File: src/rtl/trim_pkg.sv
// Offsets, widths, reset values, offset indices and fuse image layout of the converter trim register bank
package trim_pkg;
   localparam int ADDR_W = 12;
   localparam int DATA_W = 16;
   localparam int TIME_W = 8;
   localparam int OFFS_W = 12;
   localparam logic [ADDR_W-1:0] CORE_A_SINGLE_IN2_TIMING_OFS = 12'h31A;
   localparam logic [ADDR_W-1:0] CORE_B_SINGLE_IN2_TIMING_OFS = 12'h31B;
   localparam logic [ADDR_W-1:0] CORE_A_DUAL_IN1_OFFSET_OFS = 12'h344;
   localparam logic [ADDR_W-1:0] CORE_A_DUAL_IN2_OFFSET_OFS = 12'h346;
   localparam logic [ADDR_W-1:0] CORE_A_SINGLE_IN1_OFFSET_OFS = 12'h348;
   localparam logic [TIME_W-1:0] TIMING_RESET = 8'h00;
   localparam logic [DATA_W-1:0] OFFSET_RESET = 16'h0000;
   localparam int OFFS_FIELD_LSB = 0;
   localparam int RSVD_LSB = 12;
   localparam int RSVD_MSB = 15;
   localparam int NUM_OFFS = 3;
   localparam int IDX_DUAL_IN1 = 0;
   localparam int IDX_DUAL_IN2 = 1;
   localparam int IDX_SINGLE_IN1 = 2;
   // Fuse image word order: timing A, timing B, then offsets in index order
   localparam int FUSE_WORDS = 5;
   localparam int FUSE_IDX_W = 3;
   localparam logic [FUSE_IDX_W-1:0] FUSE_LAST = 3'h4;
endpackage

File: src/rtl/fuse_loader.sv
// Sequencer that walks the fuse store once after reset
`timescale 1ns/1ps
`default_nettype none
module fuse_loader
   import trim_pkg::*;
(
   // Clock and reset
   input wire logic sys_clk,
   input wire logic rst_n,
   // Fuse store read port, data valid the cycle after the index
   output logic [trim_pkg::FUSE_IDX_W-1:0] fuseIdx,
   // Load strobe and index of the word now on the fuse data
   output logic loadValid,
   output logic [trim_pkg::FUSE_IDX_W-1:0] loadIdx,
   output logic loadDone
);
   import trim_pkg::*;
   typedef enum logic [2:0] {S_IDLE = 3'b001, S_RUN = 3'b010, S_DONE = 3'b100} load_state_t;
   load_state_t state_reg, state_next;
   logic [FUSE_IDX_W-1:0] idx_reg, idx_next;
   logic valid_reg, valid_next;
   logic [FUSE_IDX_W-1:0] lidx_reg, lidx_next;

   always_comb
   begin
      state_next = state_reg;
      idx_next = idx_reg;
      valid_next = 1'b0;
      lidx_next = idx_reg;
      case (state_reg)
         S_IDLE:
         begin
            state_next = S_RUN;
            idx_next = '0;
         end
         S_RUN:
         begin
            valid_next = 1'b1;
            if (idx_reg == FUSE_LAST)
               state_next = S_DONE;
            else
               idx_next = idx_reg + 3'h1;
         end
         S_DONE: state_next = S_DONE;
         default: state_next = S_IDLE;
      endcase
   end

   always_ff @(posedge sys_clk)
   begin
      if (!rst_n)
      begin
         state_reg <= S_IDLE;
         idx_reg <= '0;
         valid_reg <= 1'b0;
         lidx_reg <= '0;
      end
      else
      begin
         state_reg <= state_next;
         idx_reg <= idx_next;
         valid_reg <= valid_next;
         lidx_reg <= lidx_next;
      end
   end

   assign fuseIdx = idx_reg;
   assign loadValid = valid_reg;
   assign loadIdx = lidx_reg;
   assign loadDone = (state_reg == S_DONE) && !valid_reg;
endmodule
`default_nettype wire

File: src/rtl/trim_select.sv
// Chooses the trims that apply to each core in the present operating mode
`timescale 1ns/1ps
`default_nettype none
module trim_select
   import trim_pkg::*;
(
   // Operating mode
   input wire logic singleMode,
   input wire logic sampleSecond,
   input wire logic fgCalEn,
   // Stored trims
   input wire logic [trim_pkg::TIME_W-1:0] timeA,
   input wire logic [trim_pkg::TIME_W-1:0] timeB,
   input wire logic [trim_pkg::NUM_OFFS*trim_pkg::DATA_W-1:0] offsAll,
   // Applied trims
   output logic [trim_pkg::TIME_W-1:0] coreATiming,
   output logic coreATimingValid,
   output logic [trim_pkg::TIME_W-1:0] coreBTiming,
   output logic coreBTimingValid,
   output logic [trim_pkg::OFFS_W-1:0] coreAOffset,
   output logic coreAOffsetValid
);
   import trim_pkg::*;

   // Only the correction field is taken, so reserved bits never reach the core
   function automatic logic [OFFS_W-1:0] offField(input logic [NUM_OFFS*DATA_W-1:0] all,
                                                  input int idx);
      offField = all[idx*DATA_W+OFFS_FIELD_LSB +: OFFS_W];
   endfunction

   always_comb
   begin
      coreATiming = '0;
      coreATimingValid = 1'b0;
      coreBTiming = '0;
      coreBTimingValid = 1'b0;
      coreAOffset = '0;
      coreAOffsetValid = 1'b0;
      if (fgCalEn && singleMode && sampleSecond)
      begin
         coreATiming = timeA; // [RULE1]
         coreATimingValid = 1'b1; // [RULE9]
         coreBTiming = timeB; // [RULE2]
         coreBTimingValid = 1'b1;
      end
      if (fgCalEn && !singleMode && !sampleSecond)
      begin
         coreAOffset = offField(offsAll, IDX_DUAL_IN1); // [RULE3] [RULE6]
         coreAOffsetValid = 1'b1; // [RULE9]
      end
      else if (fgCalEn && !singleMode && sampleSecond)
      begin
         coreAOffset = offField(offsAll, IDX_DUAL_IN2); // [RULE4] [RULE6]
         coreAOffsetValid = 1'b1;
      end
      else if (fgCalEn && singleMode && !sampleSecond)
      begin
         coreAOffset = offField(offsAll, IDX_SINGLE_IN1); // [RULE5] [RULE6]
         coreAOffsetValid = 1'b1;
      end
   end
endmodule
`default_nettype wire

File: src/rtl/converter_trim_register_bank.sv
// Trim register bank for sampling-instant corrections of cores A and B and offset corrections of core A
// Operation
// [RULE1] Core A single-mode second-input timing trim, 8 bits
// [RULE2] Core B single-mode second-input timing trim, 8 bits
// [RULE3] Core A dual-mode first-input offset, 12 bits
// [RULE4] Core A dual-mode second-input offset, 12 bits
// [RULE5] Core A single-mode first-input offset, 12 bits
// [RULE6] Offset upper nibble stored, readable, never applied
// [RULE7] Fuse factory values loaded after reset
// [RULE8] Timing trims shift sampling; software may overwrite
// [RULE9] Only mode-matching trims reach the cores
`timescale 1ns/1ps
`default_nettype none
module converter_trim_register_bank
   import trim_pkg::*;
(
   // Clock and reset
   input wire logic sys_clk,
   input wire logic rst_n,
   // Register port
   input wire logic [trim_pkg::ADDR_W-1:0] regAddr,
   input wire logic [trim_pkg::DATA_W-1:0] regWdata,
   input wire logic regWr,
   input wire logic regRd,
   output logic [trim_pkg::DATA_W-1:0] regRdata,
   // Fuse store
   output logic [trim_pkg::FUSE_IDX_W-1:0] fuseIdx,
   input wire logic [trim_pkg::DATA_W-1:0] fuseData,
   output logic fuseLoadDone,
   // Operating mode
   input wire logic singleMode,
   input wire logic sampleSecond,
   input wire logic fgCalEn,
   // Applied trims
   output logic [trim_pkg::TIME_W-1:0] coreATiming,
   output logic coreATimingValid,
   output logic [trim_pkg::TIME_W-1:0] coreBTiming,
   output logic coreBTimingValid,
   output logic [trim_pkg::OFFS_W-1:0] coreAOffset,
   output logic coreAOffsetValid
);
   import trim_pkg::*;

   ////////////////////////////////////////////////////////////////////////////////
   // Storage

   logic [TIME_W-1:0] timeA_reg, timeA_next;
   logic [TIME_W-1:0] timeB_reg, timeB_next;
   logic [DATA_W-1:0] offs_reg [NUM_OFFS];
   logic [DATA_W-1:0] offs_next [NUM_OFFS];
   logic [DATA_W-1:0] rdata_reg, rdata_next;
   logic [NUM_OFFS*DATA_W-1:0] offsFlat;
   logic loadValid;
   logic [FUSE_IDX_W-1:0] loadIdx;

   function automatic int offIndex(input logic [ADDR_W-1:0] a);
      case (a)
         CORE_A_DUAL_IN1_OFFSET_OFS: offIndex = IDX_DUAL_IN1;
         CORE_A_DUAL_IN2_OFFSET_OFS: offIndex = IDX_DUAL_IN2;
         CORE_A_SINGLE_IN1_OFFSET_OFS: offIndex = IDX_SINGLE_IN1;
         default: offIndex = -1;
      endcase
   endfunction

   ////////////////////////////////////////////////////////////////////////////////
   // Fuse load

   fuse_loader u_loader (
      .sys_clk(sys_clk),
      .rst_n(rst_n),
      .fuseIdx(fuseIdx),
      .loadValid(loadValid),
      .loadIdx(loadIdx),
      .loadDone(fuseLoadDone)
   );

   ////////////////////////////////////////////////////////////////////////////////
   // Register writes and reads

   always_comb
   begin
      timeA_next = timeA_reg;
      timeB_next = timeB_reg;
      for (int i = 0; i < NUM_OFFS; i++)
         offs_next[i] = offs_reg[i];
      rdata_next = '0;
      // Fuse words land first; a software write in the same cycle wins since it is newer
      if (loadValid)
      begin
         case (loadIdx)
            3'h0: timeA_next = fuseData[TIME_W-1:0]; // [RULE7]
            3'h1: timeB_next = fuseData[TIME_W-1:0]; // [RULE7]
            3'h2: offs_next[IDX_DUAL_IN1] = fuseData; // [RULE7]
            3'h3: offs_next[IDX_DUAL_IN2] = fuseData; // [RULE7]
            3'h4: offs_next[IDX_SINGLE_IN1] = fuseData; // [RULE7]
            default: ;
         endcase
      end
      if (regWr)
      begin
         if (regAddr == CORE_A_SINGLE_IN2_TIMING_OFS)
            timeA_next = regWdata[TIME_W-1:0]; // [RULE1] [RULE8]
         else if (regAddr == CORE_B_SINGLE_IN2_TIMING_OFS)
            timeB_next = regWdata[TIME_W-1:0]; // [RULE2] [RULE8]
         else if (offIndex(regAddr) >= 0)
            offs_next[offIndex(regAddr)] = regWdata; // [RULE3] [RULE4] [RULE5] [RULE6]
      end
      // Unmapped addresses read as zero
      if (regRd)
      begin
         if (regAddr == CORE_A_SINGLE_IN2_TIMING_OFS)
            rdata_next = {8'h00, timeA_reg}; // [RULE8]
         else if (regAddr == CORE_B_SINGLE_IN2_TIMING_OFS)
            rdata_next = {8'h00, timeB_reg}; // [RULE8]
         else if (offIndex(regAddr) >= 0)
            rdata_next = offs_reg[offIndex(regAddr)]; // [RULE6]
      end
   end

   always_ff @(posedge sys_clk)
   begin
      if (!rst_n)
      begin
         timeA_reg <= TIMING_RESET;
         timeB_reg <= TIMING_RESET;
         for (int i = 0; i < NUM_OFFS; i++)
            offs_reg[i] <= OFFSET_RESET;
         rdata_reg <= '0;
      end
      else
      begin
         timeA_reg <= timeA_next;
         timeB_reg <= timeB_next;
         for (int i = 0; i < NUM_OFFS; i++)
            offs_reg[i] <= offs_next[i];
         rdata_reg <= rdata_next;
      end
   end

   assign regRdata = rdata_reg;

   ////////////////////////////////////////////////////////////////////////////////
   // Routing to the cores

   genvar g;
   generate
      for (g = 0; g < NUM_OFFS; g++)
      begin : g_flat
         assign offsFlat[g*DATA_W +: DATA_W] = offs_reg[g];
      end
   endgenerate

   // Unmatched registers stay stored and readable; only the selection changes
   trim_select u_select (
      .singleMode(singleMode),
      .sampleSecond(sampleSecond),
      .fgCalEn(fgCalEn),
      .timeA(timeA_reg),
      .timeB(timeB_reg),
      .offsAll(offsFlat),
      .coreATiming(coreATiming),
      .coreATimingValid(coreATimingValid),
      .coreBTiming(coreBTiming),
      .coreBTimingValid(coreBTimingValid),
      .coreAOffset(coreAOffset),
      .coreAOffsetValid(coreAOffsetValid)
   ); // [RULE9]
endmodule
`default_nettype wire

File: config.mk
export PLATFORM = sky130hd
export DESIGN_NAME = converter_trim_register_bank
export DESIGN_NICKNAME = d
export VERILOG_FILES = /design/src/rtl/trim_pkg.sv /design/src/rtl/fuse_loader.sv /design/src/rtl/trim_select.sv /design/src/rtl/converter_trim_register_bank.sv
export SDC_FILE = /design/constraint.sdc
export NUM_CORES = 1
export LEC_CHECK = 0
export BUFFER_PORTS_ARGS = -buffer_cell sky130_fd_sc_hd__buf_2
export CORE_MARGIN = 10
export CORE_UTILIZATION = 33
export CTS_CLUSTER_SIZE = 12
export DETAILED_ROUTE_END_ITERATION = 6
export GPL_TIMING_DRIVEN = 0
export PLACE_DENSITY = 0.63
export SLEW_MARGIN = 20
export SYNTH_ARGS = -nofsm -noshare
export SYNTH_HDL_FRONTEND = slang
export SYNTH_HIERARCHICAL = 1
export SYNTH_SLANG_ARGS = --single-unit
File: constraint.sdc
create_clock -name sys_clk -period 2.17 [get_ports sys_clk]
set_input_delay 0.434 -clock sys_clk [delete_from_list [all_inputs] [get_ports sys_clk]]
set_output_delay 0.434 -clock sys_clk [all_outputs]
set_load 0.01 [all_outputs]
==> flow_summary.toml <==
[status]
status = "complete, but fails checks"
violations = "negative setup slack"

[finish]
largest_reg_flops = 48
nNetsFinal = 708
nFillCells = 1476
regArea_um2 = 1800
mostFrequentLayoutCells = "104 x buf_2, 90 x dfxtp_1, 84 x mux2i_1"
area_delta_synth_final_pct = 22.5
fin_util_pct = 41.4
drive_gt1_share_pct = 30.7
final_common_cell = "buf_2"
finalNonFillerCells = 872
multi_input_area_um2 = 3090

[die]
core_area_um2 = 15300
pin_count = 102
dieArea_um2 = 21000
die_w_um = 145
dieHeight_um = 145
row_count = 45
start_util_pct = 33.8

[routing]
vias = 4820
drt-met1-wl_mm = 7.01
wl_met2_mm = 8.56
first_pass_iters = 5
drc_errors = 0
maxUsedRoutingLayer = "met5"
drtIter0Drc = 319
detail-route-antenna-nets = 0
wirelength_mm = 17.5
vias_per_cell = 5.53
wl_met3_mm = 1.50
routedWlPerCell_um = 20.1

[synthesis]
synth_top_area_cell = "dfxtp_1"
synth_nets = 593
ys_async_sr_fraction_pct = 0
synth-compound-area-share_pct = 19.6
synth.area.mux_share_pct = 19.8
netlist_instances = 540
synth_adder_area_share_pct = 0.485
synth_top_area_share_pct = 34.9
syn_area_um2 = 5160
synth_top_family_by_area = "multiplexers"
yosysWarnings = 6
synthTopCellsByArea = "dfxtp_1 35%, mux2i_1 16%, o31ai_1 4.5%"
synth_xor_area_share_pct = 0
synth-seq-cells = 90
avgSynthCellArea_um2 = 9.55
ys_seq_area_share_pct = 34.9
yosys.area_share.simple_pct = 19.5
synth_cell_types = 56
ys.flop_type = "dfxtp_1"
synth_edf_count = 0

[critical_path]
path_max_fanout = 10
crit_path_max_incr_delay_ns = 0.54
start_kind = "input pin"
worstPathArrival_ns = 2.41
crit_type = "input pin to flop"
endpoint_kind = "flop"
r2r_slack_ns = 0.18
crit_chain = "buf_2 -> or4b_4 -> buf_6 -> or4b_1 -> buf_4 -> buf_6 -> o31ai_1 -> a21oi_1"
critPathSlowestCell = "or4b_4"
reg2reg_depth = 6
cp.required_ns = 2.40
path_common_cell = "buf_6"

[sta]
tightestPinTransition_ns = 0.765
rsz0062_at_grt = "true"
layout_setup_ws_ns = -0.0138
slew_viol_final = 0
slew_headroom_pct = 49.0
finalHoldViolCount = 0
post-route-period-util_pct = 101
finClkSkew_ns = 0.00833
period_minus_slack_ns = 2.18
fmax_mhz = 458
setup-violations-final = 1
hold-worst-slack_ns = 0.354

[worst_hold_path]
hp-class = "input pin to flop"
worst_hold_path.num_cells = 2

[place]
gp_congestion = 0.902
dp.cells = 848
pre_cts_slack_ns = -0.509
place_hpwl_mm = 12.9
port_buffers = 97

[pwr]
leakage_nw = 2.73
ir_worst_vdd_v = 0.000328
p_per_area_nw_per_um2 = 570
power.total_mw = 3.60

[global_routing]
grt_max_degree = 14
grt_use_total_pct = 16.1
grt_pass1_vias = 4927
grt_pass1_wl_mm = 27.3
antenna_found_initial = 4
overflow = 0

[run]
maxCapViolCount = 0

[clock_tree]
htreeDepth = 3
cts-root-buf = "clkbuf_16"
cts_tree = "done"
clock-sinks = 90
clk_pin_slew_worst_paths_ns = 0.06
worstSkewPairLatency_ns = 0.35
cts_made_buffers = 9
clockBufferDepth = 2
==> power breakdown <==
part,switching (mW),internal [mW]
Sequential,0.0125,1.66
Combinational,0.207,0.130
Clock,0.645,0.938
Total,0.865,2.73
==> critical path, delay by kind of cell <==
family / cells / cell delay (ns)
compound gates: 2 / 0.32
buf+inv: 4 / 0.62
simple gates: 2 / 1.03
==> cell usage after synthesis, types with 2 or more instances <==
master,count
o22ai_1,8
nand4_1,20
nor2b_1,2
o21ai_0,29
nor3_1,2
and2_1,24
clkbuf_1,30
nor4b_1,2
a2bb2oi_1,8
nand2_1,36
o211a_1,16
nand2b_1,4
nand3b_1,12
buf_4,2
a211oi_2,9
ha_1,2
a21oi_1,34
o21ai_1,2
nor3b_1,3
nor2_1,10
or4b_1,2
mux2i_1,84
clkbuf_2,2
o31ai_1,31
buf_6,9
and2_4,9
inv_1,3
and4b_1,2
buf_2,9
nor4bb_1,4
dfxtp_1,90
mux2_2,16
==> worst paths after layout <==
path	start	endpoint
min	rst_n	u_loader/state_reg[0]$_SDFFE_PN1P_
max reg2reg	u_loader/loadIdx[2]$_SDFF_PN0_	offs_reg[2][10]$_SDFF_PN0_
min reg2reg	offs_reg[2][14]$_SDFF_PN0_	regRdata[14]$_SDFF_PP0_
max	regAddr[5]	offs_reg[0][12]$_SDFF_PN0_
==> area by class of cell <==
class / instances / share of cell area [%]
Antenna cell: 3 / 0.119
Clock inverter: 3 / 0.634
Buffer: 51 / 4.77
Clock buffer: 11 / 4.00
Multi-Input combinational cell: 395 / 49.0
Timing Repair Buffer: 105 / 8.64
Tap cell: 211 / 4.18
Sequential cell: 90 / 28.5
Inverter: 3 / 0.178
==> metal layers <==
metal | GRT usage (%) | up-vias
li1 | - | 2242
met1 | 19.0 | 2318
met2 | 27.0 | 222
met3 | 4.63 | 36
met4 | 6.33 | 2
met5 | 0 | -
==> logic make-up (layout without fill, tap and decap cells) <==
logic type	after synthesis	in the layout
AO/OA/AOI/OAI	142	142
adder cells (fa/ha/maj)	2	2
buffers and inverters	55	173
flip-flops	90	90
multiplexers	100	100
other	0	3
AND/OR/NAND/NOR	151	151
==> through the flow <==
step	TNS, ns	area (um2)
4_1_cts	0	6250
6_report	-0.0138	6320
3_5_place_dp	-26.83	5930
3_3_place_gp	-24.55	5930
5_1_grt	-0.0689	6310
2_1_floorplan	-0.478	5180
==> timing repair <==
action / in CTS / in global routing
endpoints found under the hold margin: 0 / 0
buffers inserted: 4 / 4
hold buffers: 0 / 0
resized for setup: 2 / 17
setup endpoints to repair: 33 / 48
pin swaps: 2 / 2
No activity file was read; power rests on OpenSTA's default activity.
